==> config.mk <==
export PLATFORM = sky130hd
export DESIGN_NAME = cbsu_unit
export DESIGN_NICKNAME = d
export VERILOG_FILES = /design/src/hdl/cbsu_pkg.sv /design/src/hdl/cbsu_unit.sv
export SDC_FILE = /design/constraint.sdc
export NUM_CORES = 1
export LEC_CHECK = 0
export ABC_AREA = 1
export BUFFER_PORTS_ARGS = -buffer_cell sky130_fd_sc_hd__buf_2
export CAP_MARGIN = 20
export CORE_MARGIN = 4
export CORE_UTILIZATION = 54
export DETAILED_ROUTE_END_ITERATION = 8
export GPL_ROUTABILITY_DRIVEN = 1
export PLACE_DENSITY = 0.79
export SYNTH_ARGS = -nofsm -noshare
export SYNTH_HDL_FRONTEND = slang
export SYNTH_SLANG_ARGS = --single-unit
==> constraint.sdc <==
create_clock -name aclk -period 2.66 [get_ports aclk]
set_clock_uncertainty 0.2 [all_clocks]
set_input_delay 0.798 -clock aclk [delete_from_list [all_inputs] [get_ports aclk]]
set_output_delay 0.798 -clock aclk [all_outputs]
set_load 0.01 [all_outputs]
==> src/hdl/cbsu_pkg.sv <==
// Package: constants, layouts and state type of the compare/skip/branch unit
package cbsu_pkg;

  // Register byte offsets
  localparam logic [7:0] CMD_OFS    = 8'h00;
  localparam logic [7:0] OPND_OFS   = 8'h04;
  localparam logic [7:0] FLAG_OFS   = 8'h08;
  localparam logic [7:0] PC_OFS     = 8'h0c;
  localparam logic [7:0] STAT_OFS   = 8'h10;

  // Command register fields
  localparam int OP_LSB     = 0;
  localparam int BIT_LSB    = 4;
  localparam int OFS_LSB    = 8;
  localparam int LONG_POS   = 16;
  localparam int CMD_W      = 17;

  // Operand register fields
  localparam int RD_LSB     = 0;
  localparam int RR_LSB     = 8;
  localparam int IO_LSB     = 16;
  localparam int OPND_W     = 24;

  // Flag positions inside core_flag_register
  localparam int FLAG_C     = 0;
  localparam int FLAG_Z     = 1;
  localparam int FLAG_N     = 2;
  localparam int FLAG_V     = 3;
  localparam int FLAG_S     = 4;
  localparam int FLAG_H     = 5;

  // Status register fields
  localparam int ST_BUSY    = 0;
  localparam int ST_TAKEN   = 1;
  localparam int ST_ILLEGAL = 2;
  localparam int ST_CYC_LSB = 8;

  // Operation codes
  localparam logic [3:0] OP_CMP_SKIP_IF_EQUAL     = 4'h0;
  localparam logic [3:0] OP_CMP_REGS              = 4'h1;
  localparam logic [3:0] OP_CMP_REGS_WITH_CARRY   = 4'h2;
  localparam logic [3:0] OP_CMP_IMMEDIATE         = 4'h3;
  localparam logic [3:0] OP_SKIP_REG_BIT_CLEAR    = 4'h4;
  localparam logic [3:0] OP_SKIP_REG_BIT_SET      = 4'h5;
  localparam logic [3:0] OP_SKIP_IO_BIT_CLEAR     = 4'h6;
  localparam logic [3:0] OP_SKIP_IO_BIT_SET       = 4'h7;
  localparam logic [3:0] OP_BRANCH_FLAG_SET       = 4'h8;
  localparam logic [3:0] OP_BRANCH_FLAG_CLEAR     = 4'h9;
  localparam logic [3:0] OP_BRANCH_EQUAL          = 4'ha;
  localparam logic [3:0] OP_BRANCH_NOT_EQUAL      = 4'hb;
  localparam logic [3:0] OP_BRANCH_CARRY_SET      = 4'hc;
  localparam logic [3:0] OP_BRANCH_CARRY_CLEAR    = 4'hd;
  localparam logic [3:0] OP_BRANCH_SAME_OR_HIGHER = 4'he;

  // Cycle costs and program counter steps
  localparam logic [1:0]  CYC_ONE    = 2'h1;
  localparam logic [1:0]  CYC_TWO    = 2'h2;
  localparam logic [1:0]  CYC_THREE  = 2'h3;
  localparam logic [15:0] PC_STEP    = 16'h0001;
  localparam logic [15:0] SKIP_SHORT = 16'h0002;
  localparam logic [15:0] SKIP_LONG  = 16'h0003;

  // Reset values
  localparam logic [15:0] PC_RST   = 16'h0000;
  localparam logic [7:0]  FLAG_RST = 8'h00;

  // Bus responses
  localparam logic [1:0] RESP_OKAY   = 2'h0;
  localparam logic [1:0] RESP_SLVERR = 2'h2;

  typedef enum logic [0:0] {
    CBSU_IDLE,
    CBSU_EXEC
  } cbsu_fsm_t;

  typedef struct packed {
    cbsu_fsm_t           fsm;
    logic [1:0]          cnt;
    logic [15:0]         pc;
    logic [7:0]          flags;
    logic [OPND_W-1:0]   opnds;
    logic [CMD_W-1:0]    cmd;
    logic [15:0]         pc_pend;
    logic [7:0]          flags_pend;
    logic                taken;
    logic                illegal;
    logic [1:0]          last_cycles;
    logic                retire;
    logic                aw_held;
    logic [7:0]          aw_addr;
    logic                w_held;
    logic [31:0]         w_data;
    logic [3:0]          w_strb;
    logic                bvalid;
    logic [1:0]          bresp;
    logic                rvalid;
    logic [31:0]         rdata;
    logic [1:0]          rresp;
  } cbsu_state_t;

endpackage

==> src/hdl/cbsu_unit.sv <==
// Compare, skip and branch execution unit with an AXI4-Lite register port
// Notes on behaviour
// - cmp_skip_if_equal skips the next instruction on equal registers, in 1, 2 or 3 cycles.
// - Compares subtract source, carry or immediate from Rd and set flags only, in 1 cycle.
// - Register-bit skips skip on a clear or set bit of a register, in 1, 2 or 3 cycles.
// - I/O-bit skips skip on a clear or set bit of an I/O register, in 1, 2 or 3 cycles.
// - Flag branches load PC plus offset plus one on a set or clear flag, in 1 or 2 cycles.
// - The carry branches jump when carry is one or zero, costing 1 or 2 cycles.
// - The same-or-higher branch jumps when carry is zero, costing 1 or 2 cycles.
//
// Our own choices: the register offsets and the AXI4-Lite slave port.
`timescale 1ns/10ps
`default_nettype none

module cbsu_unit (
  input  wire logic        aclk,
  input  wire logic        aresetn,
  input  wire logic [7:0]  s_axi_awaddr,
  input  wire logic        s_axi_awvalid,
  output logic             s_axi_awready,
  input  wire logic [31:0] s_axi_wdata,
  input  wire logic [3:0]  s_axi_wstrb,
  input  wire logic        s_axi_wvalid,
  output logic             s_axi_wready,
  output logic [1:0]       s_axi_bresp,
  output logic             s_axi_bvalid,
  input  wire logic        s_axi_bready,
  input  wire logic [7:0]  s_axi_araddr,
  input  wire logic        s_axi_arvalid,
  output logic             s_axi_arready,
  output logic [31:0]      s_axi_rdata,
  output logic [1:0]       s_axi_rresp,
  output logic             s_axi_rvalid,
  input  wire logic        s_axi_rready,
  output logic [15:0]      pc,
  output logic [7:0]       core_flag_register,
  output logic             retire
);

  cbsu_pkg::cbsu_state_t st;
  cbsu_pkg::cbsu_state_t next_st;

  // Byte-lane merge of a write into a register image
  function automatic logic [31:0] merge(input logic [31:0] old_v,
                                        input logic [31:0] new_v,
                                        input logic [3:0]  strb);
    logic [31:0] r;
    r = old_v;
    for (int i = 0; i < 4; i++) begin
      if (strb[i]) begin
        r[i*8 +: 8] = new_v[i*8 +: 8];
      end
    end
    return r;
  endfunction

  function automatic logic mapped(input logic [7:0] a);
    return (a == cbsu_pkg::CMD_OFS) || (a == cbsu_pkg::OPND_OFS) ||
           (a == cbsu_pkg::FLAG_OFS) || (a == cbsu_pkg::PC_OFS) ||
           (a == cbsu_pkg::STAT_OFS);
  endfunction

  // Operand and command fields
  logic [3:0]  op;
  logic [2:0]  bsel;
  logic [6:0]  koff;
  logic        long_next;
  logic [7:0]  rd;
  logic [7:0]  rr;
  logic [7:0]  io_val;

  assign op        = st.cmd[cbsu_pkg::OP_LSB +: 4];
  assign bsel      = st.cmd[cbsu_pkg::BIT_LSB +: 3];
  assign koff      = st.cmd[cbsu_pkg::OFS_LSB +: 7];
  assign long_next = st.cmd[cbsu_pkg::LONG_POS];
  assign rd        = st.opnds[cbsu_pkg::RD_LSB +: 8];
  assign rr        = st.opnds[cbsu_pkg::RR_LSB +: 8];
  assign io_val    = st.opnds[cbsu_pkg::IO_LSB +: 8];

  // Result of the command held in st.cmd
  logic [15:0] x_pc;
  logic [7:0]  x_flags;
  logic [1:0]  x_cyc;
  logic        x_taken;
  logic        x_illegal;

  always_comb begin
    logic [7:0]  sub;
    logic [7:0]  res;
    logic        cin;
    logic        is_cmp;
    logic        skip;
    logic        br;
    logic        is_br;
    logic [15:0] kext;
    sub       = rr;
    res       = 8'h00;
    cin       = 1'b0;
    is_cmp    = 1'b0;
    skip      = 1'b0;
    br        = 1'b0;
    is_br     = 1'b0;
    x_illegal = 1'b0;
    kext      = {{9{koff[6]}}, koff};
    unique case (op)
      cbsu_pkg::OP_CMP_SKIP_IF_EQUAL:     skip = (rd == rr);
      cbsu_pkg::OP_CMP_REGS:              is_cmp = 1'b1;
      cbsu_pkg::OP_CMP_REGS_WITH_CARRY: begin
        is_cmp = 1'b1;
        cin    = st.flags[cbsu_pkg::FLAG_C];
      end
      cbsu_pkg::OP_CMP_IMMEDIATE:         is_cmp = 1'b1;
      cbsu_pkg::OP_SKIP_REG_BIT_CLEAR:    skip = ~rr[bsel];
      cbsu_pkg::OP_SKIP_REG_BIT_SET:      skip = rr[bsel];
      cbsu_pkg::OP_SKIP_IO_BIT_CLEAR:     skip = ~io_val[bsel];
      cbsu_pkg::OP_SKIP_IO_BIT_SET:       skip = io_val[bsel];
      cbsu_pkg::OP_BRANCH_FLAG_SET: begin
        is_br = 1'b1;
        br    = st.flags[bsel];
      end
      cbsu_pkg::OP_BRANCH_FLAG_CLEAR: begin
        is_br = 1'b1;
        br    = ~st.flags[bsel];
      end
      cbsu_pkg::OP_BRANCH_EQUAL: begin
        is_br = 1'b1;
        br    = st.flags[cbsu_pkg::FLAG_Z];
      end
      cbsu_pkg::OP_BRANCH_NOT_EQUAL: begin
        is_br = 1'b1;
        br    = ~st.flags[cbsu_pkg::FLAG_Z];
      end
      cbsu_pkg::OP_BRANCH_CARRY_SET: begin
        is_br = 1'b1;
        br    = st.flags[cbsu_pkg::FLAG_C];
      end
      cbsu_pkg::OP_BRANCH_CARRY_CLEAR: begin
        is_br = 1'b1;
        br    = ~st.flags[cbsu_pkg::FLAG_C];
      end
      cbsu_pkg::OP_BRANCH_SAME_OR_HIGHER: begin
        is_br = 1'b1;
        br    = ~st.flags[cbsu_pkg::FLAG_C];
      end
      default: x_illegal = 1'b1;
    endcase

    // Subtraction for the compare forms; register file is never written
    res     = 8'(rd - sub - {7'h00, cin});
    x_flags = st.flags;
    if (is_cmp) begin
      x_flags[cbsu_pkg::FLAG_H] = (~rd[3] & sub[3]) | (sub[3] & res[3]) | (res[3] & ~rd[3]);
      x_flags[cbsu_pkg::FLAG_V] = (rd[7] & ~sub[7] & ~res[7]) | (~rd[7] & sub[7] & res[7]);
      x_flags[cbsu_pkg::FLAG_N] = res[7];
      x_flags[cbsu_pkg::FLAG_S] = res[7] ^ x_flags[cbsu_pkg::FLAG_V];
      x_flags[cbsu_pkg::FLAG_C] = (~rd[7] & sub[7]) | (sub[7] & res[7]) | (res[7] & ~rd[7]);
      // With-carry form keeps Z only while the result stays zero
      if (op == cbsu_pkg::OP_CMP_REGS_WITH_CARRY) begin
        x_flags[cbsu_pkg::FLAG_Z] = (res == 8'h00) & st.flags[cbsu_pkg::FLAG_Z];
      end else begin
        x_flags[cbsu_pkg::FLAG_Z] = (res == 8'h00);
      end
    end

    // Program counter and cycle cost
    x_taken = skip | br;
    x_pc    = st.pc + cbsu_pkg::PC_STEP;
    x_cyc   = cbsu_pkg::CYC_ONE;
    if (skip) begin
      x_pc  = st.pc + (long_next ? cbsu_pkg::SKIP_LONG : cbsu_pkg::SKIP_SHORT);
      x_cyc = long_next ? cbsu_pkg::CYC_THREE : cbsu_pkg::CYC_TWO;
    end else if (is_br && br) begin
      x_pc  = st.pc + kext + cbsu_pkg::PC_STEP;
      x_cyc = cbsu_pkg::CYC_TWO;
    end
    if (x_illegal) begin
      x_pc = st.pc;
    end
  end

  // Register read image
  function automatic logic [31:0] read_reg(input cbsu_pkg::cbsu_state_t s,
                                           input logic [7:0] a);
    logic [31:0] r;
    r = 32'h0000_0000;
    unique case (a)
      cbsu_pkg::CMD_OFS:  r = {15'h0000, s.cmd};
      cbsu_pkg::OPND_OFS: r = {8'h00, s.opnds};
      cbsu_pkg::FLAG_OFS: r = {24'h00_0000, s.flags};
      cbsu_pkg::PC_OFS:   r = {16'h0000, s.pc};
      cbsu_pkg::STAT_OFS: begin
        r[cbsu_pkg::ST_BUSY]          = (s.fsm == cbsu_pkg::CBSU_EXEC);
        r[cbsu_pkg::ST_TAKEN]         = s.taken;
        r[cbsu_pkg::ST_ILLEGAL]       = s.illegal;
        r[cbsu_pkg::ST_CYC_LSB +: 2]  = s.last_cycles;
      end
      default: r = 32'h0000_0000;
    endcase
    return r;
  endfunction

  logic        aw_take;
  logic        w_take;
  logic        ar_take;
  logic        do_wr;
  logic [7:0]  wr_addr;
  logic [31:0] wr_data;
  logic [3:0]  wr_strb;

  assign s_axi_awready = ~st.aw_held & ~st.bvalid;
  assign s_axi_wready  = ~st.w_held & ~st.bvalid;
  assign s_axi_arready = ~st.rvalid;
  assign aw_take       = s_axi_awvalid & s_axi_awready;
  assign w_take        = s_axi_wvalid & s_axi_wready;
  assign ar_take       = s_axi_arvalid & s_axi_arready;
  assign do_wr         = (st.aw_held | aw_take) & (st.w_held | w_take) & ~st.bvalid;
  assign wr_addr       = st.aw_held ? st.aw_addr : {s_axi_awaddr[7:2], 2'b00};
  assign wr_data       = st.w_held ? st.w_data : s_axi_wdata;
  assign wr_strb       = st.w_held ? st.w_strb : s_axi_wstrb;

  always_comb begin
    logic busy;
    next_st        = st;
    next_st.retire = 1'b0;
    busy           = (st.fsm == cbsu_pkg::CBSU_EXEC);

    // Write address and data may arrive in either order
    if (aw_take) begin
      next_st.aw_held = 1'b1;
      next_st.aw_addr = {s_axi_awaddr[7:2], 2'b00};
    end
    if (w_take) begin
      next_st.w_held = 1'b1;
      next_st.w_data = s_axi_wdata;
      next_st.w_strb = s_axi_wstrb;
    end
    if (do_wr) begin
      next_st.aw_held = 1'b0;
      next_st.w_held  = 1'b0;
      next_st.bvalid  = 1'b1;
      next_st.bresp   = mapped(wr_addr) ? cbsu_pkg::RESP_OKAY : cbsu_pkg::RESP_SLVERR;
      // State writes are dropped while an instruction is in flight
      if (!busy) begin
        unique case (wr_addr)
          cbsu_pkg::CMD_OFS: begin
            next_st.cmd = cbsu_pkg::CMD_W'(merge({15'h0000, st.cmd}, wr_data, wr_strb));
            next_st.fsm = cbsu_pkg::CBSU_EXEC;
            next_st.cnt = 2'h0;
          end
          cbsu_pkg::OPND_OFS:
            next_st.opnds = cbsu_pkg::OPND_W'(merge({8'h00, st.opnds}, wr_data, wr_strb));
          cbsu_pkg::FLAG_OFS:
            next_st.flags = 8'(merge({24'h00_0000, st.flags}, wr_data, wr_strb));
          cbsu_pkg::PC_OFS:
            next_st.pc = 16'(merge({16'h0000, st.pc}, wr_data, wr_strb));
          default: next_st.bresp = next_st.bresp;
        endcase
      end
    end else if (st.bvalid && s_axi_bready) begin
      next_st.bvalid = 1'b0;
    end

    if (ar_take) begin
      next_st.rvalid = 1'b1;
      next_st.rdata  = read_reg(st, {s_axi_araddr[7:2], 2'b00});
      next_st.rresp  = mapped({s_axi_araddr[7:2], 2'b00}) ? cbsu_pkg::RESP_OKAY
                                                          : cbsu_pkg::RESP_SLVERR;
    end else if (st.rvalid && s_axi_rready) begin
      next_st.rvalid = 1'b0;
    end

    // Instruction occupies its cycle cost, then commits PC and flags
    if (busy) begin
      if (st.cnt == 2'h0) begin
        next_st.pc_pend     = x_pc;
        next_st.flags_pend  = x_flags;
        next_st.taken       = x_taken;
        next_st.illegal     = x_illegal;
        next_st.last_cycles = x_cyc;
      end
      if ((st.cnt == 2'h0 ? x_cyc : st.last_cycles) == 2'(st.cnt + 2'h1)) begin
        next_st.fsm    = cbsu_pkg::CBSU_IDLE;
        next_st.pc     = (st.cnt == 2'h0) ? x_pc : st.pc_pend;
        next_st.flags  = (st.cnt == 2'h0) ? x_flags : st.flags_pend;
        next_st.retire = 1'b1;
        next_st.cnt    = 2'h0;
      end else begin
        next_st.cnt = 2'(st.cnt + 2'h1);
      end
    end
  end

  always_ff @(posedge aclk) begin
    if (!aresetn) begin
      st             <= '0;
      st.fsm         <= cbsu_pkg::CBSU_IDLE;
      st.pc          <= cbsu_pkg::PC_RST;
      st.flags       <= cbsu_pkg::FLAG_RST;
    end else begin
      st <= next_st;
    end
  end

  assign s_axi_bvalid       = st.bvalid;
  assign s_axi_bresp        = st.bresp;
  assign s_axi_rvalid       = st.rvalid;
  assign s_axi_rdata        = st.rdata;
  assign s_axi_rresp        = st.rresp;
  assign pc                 = st.pc;
  assign core_flag_register = st.flags;
  assign retire             = st.retire;

endmodule

`default_nettype wire

=== Word-level counts from Yosys, hierarchy flattened ===
Cells that the tools add are included.

* Word-level logic and storage cells: 193
* Register bits: 170
* Output and inout port bits: 66
* Input bits: 59

* $add $sub $neg: 7
* Bitwise gates (word level): 41
* Reduce and logical (&&, ||, !) cells: 34
* Eq/ne operators: 25
* Order comparisons: 1
* Multiplexer cells: 58

{| class="wikitable"
|+ Operator list
! cell !! count
|-
| $mux W68 || 2
|-
| $mux W8 || 11
|-
| $mux W16 || 5
|-
| $mux W24 || 3
|-
| $pmux W14 S3 || 1
|-
| $add A16 B1 Y16 const B || 2
|-
| $eq A4 B4 Y1 const B || 7
|-
| $mux W27 || 1
|-
| $reduce_and A4 Y1 || 6
|-
| $pmux W5 S4 || 1
|-
| $and A1 B1 Y1 || 17
|-
| $mux W1 || 17
|-
| $mux W17 || 1
|-
| $add A16 B16 Y16 || 1
|-
| $add A16 B2 Y16 || 1
|-
| $eq A4 B3 Y1 const B || 4
|-
| $eq A8 B4 Y1 const B || 2
|-
| $logic_not A8 Y1 || 2
|-
| $not A1 Y1 || 15
|-
| $pmux W3 S5 || 1
|-
| $reduce_or A15 Y1 || 1
|-
| $eq A6 B2 Y1 const B || 2
|-
| $mux W2 || 6
|-
| $bmux W1 S3 || 3
|-
| 30 further kinds || 54
|}

=== Depth between registers and ports, before layout ===
* Depth in word-level cells: 11
* Gate-level depth with buffers: 21
* Gate-level depth less buffers: 19

=== Worst setup path after synthesis ===
OpenSTA, ideal clock, no wires.

* Kind: register to register
* From: register st (netlist bit op[1])
* To: register st (netlist bit core_flag_register[4])
* Setup time: 0.119 ns
* Period minus slack after synthesis: 2.602 ns
* Path buffers: 0
* Setup slack: 0.058 ns
* Required time: 2.341 ns
* Stages on the path, launching flop included: 16
* Arrival: 2.283 ns
* Cell sequence: dfxtp_1 -> inv_1 -> nor2_1 -> nand3_1 -> fa_1 -> ha_1 -> nand2_1 -> nand2_1 -> nand2_1 -> a21o_1 -> nand2_1 -> nor2_1 -> o22ai_1 -> o21ai_0 -> a21oi_1 -> o21ai_1

* Longest elaborated chain between the ends: 11
* Elaborated cells between the ends (all ways): 38
* Classes of those cells: add/sub (1); eq/ne (15); mux (12); bitwise (5); reduce/logical (5)

{| class="wikitable"
|+ RTL lines
! element !! line !! text
|-
| from (decl) || cbsu_unit.sv:40 || <nowiki>cbsu_pkg::cbsu_state_t st;</nowiki>
|-
| from (signal assigned) || cbsu_unit.sv:300 || <nowiki>st <= next_st;</nowiki>
|-
| $eq A4 B2 Y1 || cbsu_unit.sv:105 || <nowiki>unique case (op)</nowiki>
|-
| $mux W1 || cbsu_unit.sv:105 ||
|-
| $sub A8 B1 Y8 || cbsu_unit.sv:149 || <nowiki>res = 8'(rd - sub - {7'h00, cin});</nowiki>
|-
| $not A1 Y1 || cbsu_unit.sv:153 || <nowiki>x_flags[cbsu_pkg::FLAG_V] = (rd[7] & ~sub[7] & ~res[7]) | (~rd[7] & sub[7] & res[7]);</nowiki>
|-
| $and A1 B1 Y1 || cbsu_unit.sv:153 ||
|-
| $or A1 B1 Y1 || cbsu_unit.sv:153 ||
|-
| $xor A1 B1 Y1 || cbsu_unit.sv:155 || <nowiki>x_flags[cbsu_pkg::FLAG_S] = res[7] ^ x_flags[cbsu_pkg::FLAG_V];</nowiki>
|-
| $mux W6 || cbsu_unit.sv:151 || <nowiki>if (is_cmp) begin</nowiki>
|-
| $mux W8 || cbsu_unit.sv:284 || <nowiki>next_st.flags = (st.cnt == 2'h0) ? x_flags : st.flags_pend;</nowiki>
|-
| $mux W24 * || cbsu_unit.sv:281 || <nowiki>if ((st.cnt == 2'h0 ? x_cyc : st.last_cycles) == 2'(st.cnt + 2'h1)) begin</nowiki>
|-
| $mux W27 * || cbsu_unit.sv:273 || <nowiki>if (busy) begin</nowiki>
|}

Mark *: on every way between the ends. The rest lies on a longest branch, timed or not. The select of a mux whose other input is x is not followed.
A chain may end at the register's enable or synchronous reset.

=== Worst setup path after layout ===
* From: register st (netlist bit op[2])
* To: register st[90] (netlist name)

* Longest elaborated chain between the ends: 7
* Elaborated cells between the ends (all ways): 11
* Classes of those cells: add/sub (1); eq/ne (3); mux (4); bitwise (1); reduce/logical (2)

{| class="wikitable"
|+ RTL lines
! element !! line !! text
|-
| $eq A4 B2 Y1 || cbsu_unit.sv:105, cbsu_unit.sv:158 ||
|-
| $mux W1 || cbsu_unit.sv:105 ||
|-
| $sub A8 B1 Y8 || cbsu_unit.sv:149 ||
|-
| $logic_not A8 Y1 || cbsu_unit.sv:159, cbsu_unit.sv:161 ||
|-
| $and A1 B1 Y1 || cbsu_unit.sv:159 || <nowiki>x_flags[cbsu_pkg::FLAG_Z] = (res == 8'h00) & st.flags[cbsu_pkg::FLAG_Z];</nowiki>
|-
| $mux W1 || cbsu_unit.sv:158 || <nowiki>if (op == cbsu_pkg::OP_CMP_REGS_WITH_CARRY) begin</nowiki>
|-
| $mux W6 * || cbsu_unit.sv:151 ||
|}

Mark *: on every way between the ends. The rest lies on a longest branch, timed or not.

==> metrics <==
run status complete, but fails checks; failing checks setup timing; Clock Pin Slew Worst Setup and Hold Paths approximately 0.070 ns; CTS HTree Levels 4; FILL cells ~1600; number of synthesized flops with an enable pin 0; worst min path class flop to flop; hold worst-path end st[57]$_SDFFE_PN0P_; Synth warnings 0; via count 11031; relative slew slack 54.9%; Crit Path Category flop to flop; Final Util between 60% and 70%; final hold vios 0; design area roughly 12000 sq um; Core Region roughly 19000 sq um; Syn Inst Count 1567; crit-path cells nor2_2 > nand3_2 > fa_2 > inv_2 > ha_4 > o21ai_2 > a21oi_1 > nor2_1 > xor2_1 > nor2_1 > nand3_1 > nand2_1 > nand2_2 > buf_4 > a21oi_2; Starting Density a little over half; Pins Over Slew Limit 0; sequential fraction of the synthesis area 31.0%; worst r2r src op[2]$_SDFFE_PN0P_; layout cells sized above 1 approximately 22%; DP Worst Slack -0.279 ns; number of global-route vias before repair 10041; Std-Cell Rows 50; Reg2Reg Setup Slack -0.05 ns; IO Count about 130; vias per cell 5.67; Synth area leaders dfxtp_1 31%, nand2_1 11%, o21ai_0 8.1%, a21oi_1 5.9%, inv_1 5.6%; FF-to-FF path depth 15; WL final 33.1 mm; Critical Path Start op[2]$_SDFFE_PN0P_; Detail Route Antenna Nets 0; Slowest cell on crit path fa_2; unrepaired setup endpoints after global routing yes; root cell of the clock tree clkbuf_16; Synth area leader dfxtp_1; clock latency at the later pin of the worst-skew pair roughly 0.45 ns; P_leak 0.00560 uW; CP most frequent cell nor2_1; HPWL after DPL around 24 mm; Tcrit/Tclk final 102%; hold buffer count at cts 0; worst-margin pin slew 0.657 ns; First-pass DRT Iterations 7; average cell area after synthesis about 6.6 sq um; DR WL/cell approximately 17 um; Pwr Density about 520 nW/um^2; Largest stage delay, worst path about 0.58 ns; final setup violating endpoints 5; worst r2r dst st[90]$_SDFFE_PN0P_; global-route wire length before repair between 50 and 60 mm; Post-Syn Area 10300 sq um; Startpoint Class flop; P&R area growth vs syn 20.4%; Post-DP Area about 11000 sq um; Synth Flop Type dfxtp_1; Seq cells post-synth 160; GR Util All Layers between 20% and 30%; Die Wd around 150 um; VDD IR max roughly 0.46 mV; CP max FO 2; Die Y about 150 um; largest net degree at the start of global routing between 40 and 50; Final nets roughly 1800; maximum clock rate approximately 370 MHz; diodes inserted 0; Crit. End Element flop; CP Buf/Inv Count 2; top-area cell type share of the netlist area between 30% and 40%; Synth async-reset ratio 0%; CP top delay family simple AND/OR/NAND/NOR gates; initial DRC count ~1100; Max Cap Viol 0; Setup WS post-layout -0.0525 ns; worst hold path depth 2; Critical Path RT ~2.8 ns; CTS tree done; Period minus WS final between 2 and 3 ns; initial antenna violation count 1; clock tree sinks 160; Worst Path Arrival about 2.9 ns; die area about 21000 sq um; Seq. cell area about 3200 sq um; Multi-input gate area 6070 sq um; Placer Congestion roughly 1; Netlist cell types 52; Inserted Clock Buffers 17; DRC 0; total grt overflow 0; hold wc startpoint st[57]$_SDFFE_PN0P_; Bufs on Longest Clock Path 2; PortBufs around 100
[per-layer routing]
metal  vias up  track usage (%)  share of wire [%]
met5         -                0              0.063
met4         2             11.5                3.7
met3        94             7.14                 10
met2       555             47.3                 45
met1      5020             39.7                 41
li1       5360                -                  -
[cell type report]
| type | count | share of cell area (%) |
|---|---|---|
| multi-input combinational | 1115 | 48.9 |
| sequential | 160 | 25.8 |
| timing repair buffer | 233 | 12.7 |
| inverter | 172 | 5.27 |
| clock buffer | 17 | 3.42 |
| tap | 234 | 2.36 |
| clock inverter | 14 | 1.53 |
[timing repair]
action                     4_1_cts  5_1_grt
setup endpoints to repair       15       42
gates resized for setup         31       63
setup buffers                    1        3
pin swaps                       18       36
[worst reg2reg max path, cell delays in order, from the launching register on]
cell     delay, ns
dfxtp_1       0.33
nor2_2        0.14
nand3_2       0.11
fa_2          0.58
inv_2         0.05
ha_4          0.15
o21ai_2       0.11
a21oi_1       0.07
nor2_1        0.13
xor2_1        0.09
nor2_1        0.13
nand3_1       0.14
nand2_1       0.11
nand2_2       0.07
buf_4         0.14
a21oi_2       0.10
[stage by stage]
stage,power (uW),cells,hold slack [ns],setup TNS [ns]
final,6430,1945,0.251,-0.149
after global routing,6680,1945,0.264,-1.19
after CTS,6400,1942,0.251,-0.138
after detailed placement,3800,1910,0.241,-10.82
after global placement,3780,1910,0.238,-7.72
after floorplan,3340,1576,0.229,0
[where the power goes]
part	internal (uW)	total [uW]	switching, uW	leakage [uW]
clock network	1510	2610	1110	0.000305
logic	469	1230	756	0.00399
registers	2520	2590	76.2	0.00130
[cells in the mapped netlist, drive strengths merged, types with 11 or more instances]
master	instances
dfxtp	160
xor2	28
nor3	18
o22ai	24
nor2	163
o211ai	13
or2	11
nand3	108
nand2	319
buf	78
clkbuf	51
inv	167
o21ai	201
ha	33
a21oi	123
[registers in the layout, indices dropped and copies added (netlist names)]
register and flops:
st 68, s_axi_rdata 24, pc 16, core_flag_register 8
io_val 8, rd 8, rr 8, koff 7
op 4, bsel 3, long_next 1, retire 1
s_axi_bresp 1, s_axi_bvalid 1, s_axi_rresp 1, s_axi_rvalid 1
[cells in the final DEF (no fill, tap or decap), types with 10 or more instances in the layout]
cell,count
nand2_1,304
dfxtp_1,155
o21ai_0,153
inv_1,147
nor2_1,144
buf_4,125
a21oi_1,117
nand3_1,101
buf_2,100
o21ai_1,43
xor2_1,27
o22ai_1,23
ha_1,20
inv_2,18
clkbuf_16,17
o211ai_1,13
nor2_2,12
nor3_1,12
nand2_2,11
or2_2,10
ha_4,10
conb_1,10
[cells by family after synthesis]
kind of cell	synth area share, %
buffers and inverters	13.6
DFF	31.0
and+or+nand+nor	26.7
xor gates and xnor gates	2.72
other	0.0363
AOI/OAI and AO/OA	20.6
muxes	0.776
adders and majority gates	4.58
[worst max path at each step]
stage	to	slack (ns)	cells after the start
6_report	st[90]$_SDFFE_PN0P_	-0.05	15
5_1_grt	st[92]$_SDFFE_PN0P_	-0.17	15
4_1_cts	core_flag_register[1]$_SDFF_PN0_	-0.04	17
3_5_place_dp	rd[0]$_SDFFE_PN0P_	-0.28	10
3_3_place_gp	rd[6]$_SDFFE_PN0P_	-0.21	10
2_1_floorplan	core_flag_register[4]$_SDFF_PN0_	0.06	15
No activity file was read; power rests on OpenSTA's default activity.
